`config.mk`:
```
export PLATFORM = sky130hd
export DESIGN_NAME = bcr_regs
export DESIGN_NICKNAME = d
export VERILOG_FILES = /design/src/design/bcr_pkg.sv /design/src/design/bcr_regs.sv
export SDC_FILE = /design/constraint.sdc
export NUM_CORES = 1
export LEC_CHECK = 0
export BUFFER_PORTS_ARGS = -buffer_cell sky130_fd_sc_hd__buf_2
export CAP_MARGIN = 40
export CELL_PAD_IN_SITES_DETAIL_PLACEMENT = 0
export CELL_PAD_IN_SITES_GLOBAL_PLACEMENT = 1
export CORE_MARGIN = 2
export CORE_UTILIZATION = 27
export CTS_CLUSTER_SIZE = 10
export DETAILED_ROUTE_END_ITERATION = 6
export PLACE_DENSITY_LB_ADDON = 0.1
export SETUP_SLACK_MARGIN = 0.2
export SLEW_MARGIN = 15
export SYNTH_ARGS = -nofsm -noshare
export SYNTH_HDL_FRONTEND = slang
export SYNTH_SLANG_ARGS = --single-unit
```
`constraint.sdc`:
```
create_clock -name clk -period 2.68 [get_ports clk]
set_input_delay 0.67 -clock clk [delete_from_list [all_inputs] [get_ports clk]]
set_output_delay 0.67 -clock clk [all_outputs]
set_load 0.005 [all_outputs]
```
`src/design/bcr_pkg.sv`:
```
// Package with register map, field positions and reset values for the regulator control bank
package bcr_pkg;
   // ----------------------------------------
   // Register offsets
   // ----------------------------------------
   localparam logic [7:0] ADDR_VOLTAGE_SETTING_A = 8'h00;
   localparam logic [7:0] ADDR_VOLTAGE_SETTING_B = 8'h01;
   localparam logic [7:0] ADDR_CONVERTER_CONFIG = 8'h02;
   localparam logic [7:0] ADDR_CONVERTER_CONTROL = 8'h03;
   // ----------------------------------------
   // Field positions
   // ----------------------------------------
   localparam int ENABLE_BIT = 7;
   localparam int SPARE_BIT = 6;
   localparam int PIN_SELECT_BIT = 4;
   localparam int MODE_LSB = 2;
   localparam int REG_B_PFM_BIT = 1;
   localparam int LOW_PICK_PFM_BIT = 0;
   localparam int TRIGGER_BIT = 7;
   localparam int PULLDOWN_BIT = 6;
   localparam int IN_REG_BIT = 5;
   // ----------------------------------------
   // Reset values and fixed field codes
   // ----------------------------------------
   localparam logic RST_ENABLE = 1'h1;
   localparam logic RST_SPARE = 1'h1;
   localparam logic [5:0] RST_CODE_A = 6'h18;
   localparam logic [5:0] RST_CODE_B = 6'h24;
   // Supplier code value is arbitrary
   localparam logic [1:0] SUPPLIER_CODE = 2'h1;
   localparam logic RST_CFG_BIT5 = 1'h1;
   localparam logic RST_PIN_SELECT = 1'h1;
   localparam logic [1:0] RST_MODE = 2'h0;
   localparam logic RST_REG_B_PFM = 1'h0;
   localparam logic RST_LOW_PICK_PFM = 1'h0;
   localparam logic RST_PULLDOWN = 1'h1;
   localparam logic [1:0] RST_CTL_SPARE = 2'h0;
   localparam logic [2:0] RST_SLEW = 3'h7;
   localparam logic [2:0] SLEW_SINGLE_STEP = 3'h7;
   localparam logic [1:0] MODE_FORCE_PWM = 2'h2;
   localparam logic [1:0] MODE_FOLLOW = 2'h0;
endpackage

```
`src/design/bcr_regs.sv`:
```
// Control and status register bank of the step-down regulator
//
// Contract
// [RL1] Enable bit 0 keeps converter shut down
// [RL2] One shared enable bit at both settings
// [RL3] Enable 1: on pin gates running
// [RL4] Low six bits hold voltage code
// [RL5] Config bits 7:6 read fixed supplier code
// [RL6] Pin select 0 uses setting B
// [RL7] Pin select 1: pick pin chooses setting
// [RL8] Pick pin low uses setting A
// [RL9] Mode policy 00 follows per-source bits
// [RL10] Policy 01/11 forces PFM with auto-PWM
// [RL11] Policy 10 forces PWM always
// [RL12] Setting B mode bit picks PWM/PFM
// [RL13] Low-pick mode bit ignored; always PFM
// [RL14] Trigger write starts transition when software-selected
// [RL15] Trigger ignored while pin select is 1
// [RL16] Trigger self-clears when transition completes
// [RL17] Discharge bit pulls output down when off
// [RL18] In-regulation flag reads regulation status
// [RL19] Slew codes 0-6 double rate each step
// [RL20] Slew code 7 uses single step
// [RL21] Read-only bits ignore writes
// [RL22] Disabled bits stored but ignored
// [RL23] Serial bus transfers MSB first
`timescale 1ns/1ps
module bcr_regs (
   input wire logic clk,
   input wire logic nrst,
   input wire logic ce,
   // Register port, byte already deserialised MSB first by the serial front end
   input wire logic [7:0] reg_addr,
   input wire logic reg_wr,
   input wire logic [7:0] reg_wdata,
   output logic [7:0] reg_rdata,
   // Pins and converter status
   input wire logic on_pin,
   input wire logic volt_pick_pin,
   input wire logic in_regulation,
   input wire logic transition_done,
   // Converter controls
   output logic run,
   output logic [5:0] target_code,
   output logic pfm_allowed,
   output logic off_pulldown,
   output logic [2:0] rise_slew_code,
   output logic single_step,
   output logic transition_start
);
   // ----------------------------------------
   // Storage
   // ----------------------------------------
   logic regulator_enable_reg;
   logic spare_a_reg;
   logic spare_b_reg;
   logic [5:0] code_a_reg;
   logic [5:0] code_b_reg;
   logic cfg_bit5_reg;
   logic pin_select_ctl_reg;
   logic [1:0] mode_reg;
   logic reg_b_pfm_reg;
   logic low_pick_pfm_reg;
   logic trigger_reg;
   logic off_pulldown_reg;
   logic [1:0] ctl_spare_reg;
   logic [2:0] rise_slew_reg;
   logic [7:0] rdata_reg;
   logic run_reg;
   logic [5:0] target_reg;
   logic pfm_reg;
   logic pulldown_out_reg;
   logic start_reg;

   // ----------------------------------------
   // Decode
   // ----------------------------------------
   wire logic wr_a = ce && reg_wr && (reg_addr == bcr_pkg::ADDR_VOLTAGE_SETTING_A);
   wire logic wr_b = ce && reg_wr && (reg_addr == bcr_pkg::ADDR_VOLTAGE_SETTING_B);
   wire logic wr_cfg = ce && reg_wr && (reg_addr == bcr_pkg::ADDR_CONVERTER_CONFIG);
   wire logic wr_ctl = ce && reg_wr && (reg_addr == bcr_pkg::ADDR_CONVERTER_CONTROL);
   wire logic trigger_write = wr_ctl && reg_wdata[bcr_pkg::TRIGGER_BIT];
   // Software start only counts with pin selection off
   wire logic trigger_accept = trigger_write && !pin_select_ctl_reg; // [RL14] [RL15]
   wire logic use_b = !pin_select_ctl_reg || volt_pick_pin; // [RL6] [RL7] [RL8]
   wire logic running = regulator_enable_reg && on_pin; // [RL1] [RL3]
   wire logic enable_next = wr_b ? reg_wdata[bcr_pkg::ENABLE_BIT] : reg_wdata[bcr_pkg::ENABLE_BIT];
   // Low-pick bit is stored only; the low source is always PFM-capable
   wire logic source_pfm = use_b ? reg_b_pfm_reg : 1'b1; // [RL12] [RL13] [RL22]
   wire logic pfm_next = (mode_reg == bcr_pkg::MODE_FOLLOW) ? source_pfm : // [RL9]
      (mode_reg != bcr_pkg::MODE_FORCE_PWM); // [RL10] [RL11]
   // Set wins over the done-clear so a fresh start is never lost
   wire logic trigger_next = trigger_accept ? 1'b1 : (transition_done ? 1'b0 : trigger_reg); // [RL16]

   wire logic [7:0] rd_a = {regulator_enable_reg, spare_a_reg, code_a_reg}; // [RL2]
   wire logic [7:0] rd_b = {regulator_enable_reg, spare_b_reg, code_b_reg}; // [RL2]
   wire logic [7:0] rd_cfg = {bcr_pkg::SUPPLIER_CODE, cfg_bit5_reg, pin_select_ctl_reg, mode_reg,
      reg_b_pfm_reg, low_pick_pfm_reg}; // [RL5]
   // In-regulation bit is the live input; writes never reach it
   wire logic [7:0] rd_ctl = {trigger_reg, off_pulldown_reg, in_regulation, ctl_spare_reg,
      rise_slew_reg}; // [RL18] [RL21]
   // Bit 7 leads each byte so the serial front end shifts it out first
   wire logic [7:0] rd_mux = (reg_addr == bcr_pkg::ADDR_VOLTAGE_SETTING_A) ? rd_a : // [RL23]
      (reg_addr == bcr_pkg::ADDR_VOLTAGE_SETTING_B) ? rd_b :
      (reg_addr == bcr_pkg::ADDR_CONVERTER_CONFIG) ? rd_cfg :
      (reg_addr == bcr_pkg::ADDR_CONVERTER_CONTROL) ? rd_ctl : 8'h00;

   // ----------------------------------------
   // Setting registers
   // ----------------------------------------
   always_ff @(posedge clk or negedge nrst) begin
      if (!nrst) begin
         regulator_enable_reg <= bcr_pkg::RST_ENABLE;
         spare_a_reg <= bcr_pkg::RST_SPARE;
         spare_b_reg <= bcr_pkg::RST_SPARE;
         code_a_reg <= bcr_pkg::RST_CODE_A;
         code_b_reg <= bcr_pkg::RST_CODE_B;
      end else begin
         if (wr_a || wr_b) begin
            regulator_enable_reg <= enable_next; // [RL2]
         end
         if (wr_a) begin
            spare_a_reg <= reg_wdata[bcr_pkg::SPARE_BIT];
            code_a_reg <= reg_wdata[5:0]; // [RL4]
         end
         if (wr_b) begin
            spare_b_reg <= reg_wdata[bcr_pkg::SPARE_BIT];
            code_b_reg <= reg_wdata[5:0]; // [RL4]
         end
      end
   end

   // ----------------------------------------
   // Configuration and control registers
   // ----------------------------------------
   always_ff @(posedge clk or negedge nrst) begin
      if (!nrst) begin
         cfg_bit5_reg <= bcr_pkg::RST_CFG_BIT5;
         pin_select_ctl_reg <= bcr_pkg::RST_PIN_SELECT;
         mode_reg <= bcr_pkg::RST_MODE;
         reg_b_pfm_reg <= bcr_pkg::RST_REG_B_PFM;
         low_pick_pfm_reg <= bcr_pkg::RST_LOW_PICK_PFM;
         off_pulldown_reg <= bcr_pkg::RST_PULLDOWN;
         ctl_spare_reg <= bcr_pkg::RST_CTL_SPARE;
         rise_slew_reg <= bcr_pkg::RST_SLEW;
      end else if (wr_cfg) begin
         cfg_bit5_reg <= reg_wdata[5];
         pin_select_ctl_reg <= reg_wdata[bcr_pkg::PIN_SELECT_BIT];
         mode_reg <= reg_wdata[bcr_pkg::MODE_LSB +: 2];
         reg_b_pfm_reg <= reg_wdata[bcr_pkg::REG_B_PFM_BIT];
         low_pick_pfm_reg <= reg_wdata[bcr_pkg::LOW_PICK_PFM_BIT]; // [RL22]
      end else if (wr_ctl) begin
         off_pulldown_reg <= reg_wdata[bcr_pkg::PULLDOWN_BIT];
         ctl_spare_reg <= reg_wdata[4:3];
         rise_slew_reg <= reg_wdata[2:0];
      end
   end

   // ----------------------------------------
   // Trigger, read data and converter outputs
   // ----------------------------------------
   always_ff @(posedge clk or negedge nrst) begin
      if (!nrst) begin
         trigger_reg <= 1'b0;
         rdata_reg <= 8'h00;
         run_reg <= 1'b0;
         target_reg <= 6'h00;
         pfm_reg <= 1'b0;
         pulldown_out_reg <= 1'b0;
         start_reg <= 1'b0;
      end else if (ce) begin
         trigger_reg <= trigger_next;
         rdata_reg <= rd_mux;
         run_reg <= running;
         target_reg <= use_b ? code_b_reg : code_a_reg; // [RL6] [RL7] [RL8]
         pfm_reg <= pfm_next;
         pulldown_out_reg <= off_pulldown_reg && !running; // [RL17]
         start_reg <= trigger_accept; // [RL14]
      end
   end

   assign reg_rdata = rdata_reg;
   assign run = run_reg;
   assign target_code = target_reg;
   assign pfm_allowed = pfm_reg;
   assign off_pulldown = pulldown_out_reg;
   assign rise_slew_code = rise_slew_reg; // [RL19]
   assign single_step = (rise_slew_reg == bcr_pkg::SLEW_SINGLE_STEP); // [RL20]
   assign transition_start = start_reg;
endmodule
```
# After elaboration in Yosys (flattened, before gate mapping)
# Cells that the tools add are included.
[totals] register_bits=46 out_inout_bits=22 word_cells=53
[op_classes] n_eq_ne=5 n_mux=9 bitwise_logic=1 reduce_logical=18
[op_table] operator="two-way mux 8 bit" n=4
[op_table] operator="== test 8 x 2 -> 1 bit (second input constant)" n=2
[op_table] operator="logical AND 1 bit" n=9
[op_table] operator="== test 8 x 1 -> 1 bit (second input constant)" n=1
[op_table] operator="zero test 8 bit" n=1
[op_table] operator="two-way mux 6 bit" n=1
[op_table] operator="two-way mux 1 bit" n=4
[op_table] operator="AND reduction 2 bit" n=2
[op_table] operator="== test 3 bit (second input constant)" n=1
[op_table] operator="zero test 1 bit" n=2
[op_table] operator="zero test 2 bit" n=1
[op_table] operator="logical OR 1 bit" n=2
[op_table] operator="inequality test 2 bit (second input constant)" n=1
[op_table] operator="nonzero test 2 bit" n=1
[op_table] operator="inverter 1 bit" n=1

# Longest topological paths before layout
[logic_depth] word_depth=6 ltp_mapped=5 depth_no_buf=3

# Least setup slack after synthesis
# OpenSTA, ideal clock, no wires.
[synth_path] kind="input -> register" start="input port reg_addr[7]" end="register ctl_spare_reg[0]" setup_ns=0.125 arrival_ns=2.138 path_slack_ns=0.417 stages=4 cell_sequence="or4_4 > or4_4 > buf_6 > mux2_4"
[synth_via] elab_chain_cells=4
[synth_rtl] element="start, declared" line_no="bcr_regs.sv:33" text="input wire logic [7:0] reg_addr,"
[synth_rtl] element="== test 8 x 2 -> 1 bit" line_no="bcr_regs.sv:80" text="wire logic wr_cfg = ce && reg_wr && (reg_addr == bcr_pkg::ADDR_CONVERTER_CONFIG);"
[synth_rtl] element="logical AND 1 bit" line_no="bcr_regs.sv:80"
[synth_rtl] element="inverter 1 bit (no source line)"
[synth_rtl] element="AND reduction 2 bit (no source line) *"
[synth_rtl] element="end signal, assigned" line_no="bcr_regs.sv:144" text="ctl_spare_reg <= bcr_pkg::RST_CTL_SPARE;"
[synth_rtl] element="end signal, assigned" line_no="bcr_regs.sv:154" text="ctl_spare_reg <= reg_wdata[4:3];"
[synth_rtl] element="end, declared" line_no="bcr_regs.sv:66" text="logic [1:0] ctl_spare_reg;"
# Every way passes the cells marked *; elsewhere a longest branch is shown, timed or not.
# A chain may end at the register's enable or synchronous reset.

# Final worst setup path
# Ends and elaborated chain as after synthesis.

==> impl_metrics.py <==
metrics = {
    "status": {
        "outcome": "finished clean",
    },
    "cells_and_area": {
        "fill_cells": 799,
        "largest_register_ffs": 8,
        "final_util_pct": 33.90,
        "areaGrowthSynthToFinish_pct": 21.88,
        "antennaDiodeCount": 0,
        "final_cells": 319,
        "nets": 240,
        "multiInputGateArea_um2": 883.3,
        "drive_gt1_share_pct": 52.07,
        "seq_area_um2": 1167,
    },
    "route": {
        "dr.pass1.iters": 4,
        "drt-initial-drc-count": 59,
        "ant_nets": 0,
        "viasPerCell": 4.520,
        "vias": 1442,
        "finalWirelength_um": 5068,
        "drc_errors": 0,
        "routedWlPerCell_um": 15.89,
    },
    "clock_network": {
        "cts-root-buf": "clkbuf_8",
        "clk_pin_slew_worst_paths_ps": 90,
        "tritoncts": "done",
        "cts_setup_buffers": 0,
        "clock_sink_count": 46,
        "cts_buffer_depth": 2,
        "cts.repair.resized": 0,
        "cts_hold_buf": 0,
        "cts_buffers": 5,
        "clk_latency_ps": 300,
        "cts-htree-levels": 2,
    },
    "yosys": {
        "yosys.area_share.simple_pct": 10.53,
        "async_flop_share_pct": 100.0,
        "synth_edf_count": 0,
        "synth_ff_type": "dfrtp_1",
        "synth_top_family_by_area": "multiplexers",
        "synth-compound-area-share_pct": 6.437,
        "synthAdderAreaFrac_pct": 0,
        "yosysUniqueCellTypes": 31,
        "synth.area.mux_share_pct": 24.34,
        "post_synth_most_frequent_cells": "dfrtp_1 (33), mux2_2 (20), dfstp_2 (13)",
        "synth-xor-area-share_pct": 0,
        "synth_top_area_share_pct": 38.62,
        "avgSynthCellArea_um2": 12.88,
        "synthTopCellsByArea": "dfrtp_1 (39%), dfstp_2 (16%), mux2_2 (11%)",
        "synth_cells": 166,
        "yosysSeqAreaShare_pct": 54.59,
        "syn_nets": 190,
        "synth_warnings": 0,
        "yosysMostFrequentCell": "dfrtp_1",
        "yosysTopAreaCell": "dfrtp_1",
        "netlist_area_um2": 2138,
        "ys_seq_elements": 46,
    },
    "sta": {
        "finalMaxSlewViolations": 0,
        "min_period_ps": 2099,
        "maxSlewHeadroom_pct": 60.34,
        "fin_hold_ws_ps": 451.6,
        "fin_skew_ps": 4.294,
        "period_share_pct": 78.31,
        "finalSetupViolCount": 0,
        "worst_pin_slew_ps": 594.9,
        "fmax_mhz": 476.5,
        "rsz0062_at_grt": "no",
        "fin_tns_setup_ps": 0,
        "hold_viol_final": 0,
    },
    "run": {
        "maxCapViolCount": 0,
    },
    "critical_path": {
        "cp.arrival_ps": 2280,
        "cp_max_fo": 8,
        "r2r-end": "target_code[4]$_DFFE_PN0P_",
        "cp-end-kind": "register",
        "critPathKind": "in2reg",
        "r2r_start": "pin_select_ctl_reg$_DFFE_PN1P_",
        "required_ps": 2870,
        "worst-r2r-setup-slack_ps": 1350,
        "critPathLaunchType": "primary input",
        "reg2regPathDepth": 4,
    },
    "power_and_ir_drop": {
        "powerDensity_nw_per_um2": 507.7,
        "peakVddDrop_uv": 158.7,
        "p_leak_nw": 1.226,
    },
    "placed_design": {
        "dp_hpwl_um": 3607,
        "dp.cells": 311,
        "globalplace.congestion": 0.7313,
        "io_buffers": 45,
    },
    "global_route": {
        "grt_pass1_wl_um": 8031,
        "antenna_found_initial": 0,
        "gr-usage-met2_pct": 20.23,
        "grt_usage_pct": 12.40,
        "overflow": 0,
        "busiest_layer": "met2",
        "grt_use_met1_pct": 16.16,
        "grt_pass1_vias": 1498,
        "grtUsageMet3_pct": 3.143,
        "grt_max_degree": 47,
    },
    "floorplanning": {
        "die_h_um": 92.99,
        "boundaryPins": 46,
        "coreArea_um2": 7687,
        "initial_core_util_pct": 27.82,
        "dieArea_um2": 8647,
        "core.rowCount": 32,
        "die_w_um": 92.99,
    },
    "hold_path": {
        "hp-class": "in2async",
    },
}
metrics by stage:
stage                     area (um2)  total power [mW]  setup slack (ps)
after floorplan                 2138            0.8011             417.3
after global placement          2501            0.8666             282.8
after detailed placement        2501            0.8688             273.2
after CTS                       2606             1.355             589.0
after global routing            2606             1.398             575.9
final                           2606             1.323             581.4
kinds of logic (layout without fill, tap and decap cells):
group           after synthesis  in the layout
buf+inv                      21             72
simple gates                 36             36
mux                          39             39
compound gates               24             24
flops                        46             46
per-layer routing:
layer | share of wire, % | vias to the layer above
met3 | 4.1 | 8
met2 | 49 | 39
met4 | 2.0 | 0
met1 | 45 | 699
met5 | 0 | -
li1 | - | 696
layout by cell type, fill, tap and decap left out, drive strengths merged, types with 7 or more instances in the layout:
master,instances
a21oi,7
nor2,9
nand4,7
mux2i,7
buf,52
dfstp,13
inv,12
o21ai,10
dfrtp,33
mux2,26
clkbuf,7
power breakdown:
part | leakage, nW | switching, mW | total, mW | internal, mW
clock network | 0.0544 | 0.234 | 0.470 | 0.236
registers | 0.582 | 0.0133 | 0.733 | 0.720
logic | 0.590 | 0.0667 | 0.120 | 0.0528
total | 1.23 | 0.314 | 1.32 | 1.01
worst max-delay path by stage:
stage / start / to / slack (ps) / depth (start not counted)
after floorplan: reg_addr[7] / ctl_spare_reg[0]$_DFFE_PN0P_ / 420 / 4
after global placement: reg_addr[7] / ctl_spare_reg[0]$_DFFE_PN0P_ / 280 / 4
after detailed placement: reg_addr[7] / ctl_spare_reg[1]$_DFFE_PN0P_ / 270 / 4
after CTS: reg_addr[7] / ctl_spare_reg[0]$_DFFE_PN0P_ / 590 / 4
after global routing: reg_addr[7] / reg_b_pfm_reg$_DFFE_PN0P_ / 580 / 4
final: reg_addr[7] / ctl_spare_reg[0]$_DFFE_PN0P_ / 580 / 4
layout make-up:
cell class,count,share of cell area (%)
Inverter,12,1.728
Tap cell,102,4.897
Sequential cell,46,44.79
Clock inverter,1,0.3361
Clock buffer,7,3.697
Multi-Input combinational cell,99,33.89
Timing Repair Buffer,52,10.66
critical path: stages:
cell	delay (ps)
buf_2	110
or4_4	560
or4_4	610
mux2_4	330
No activity file was read; power rests on OpenSTA's default activity.
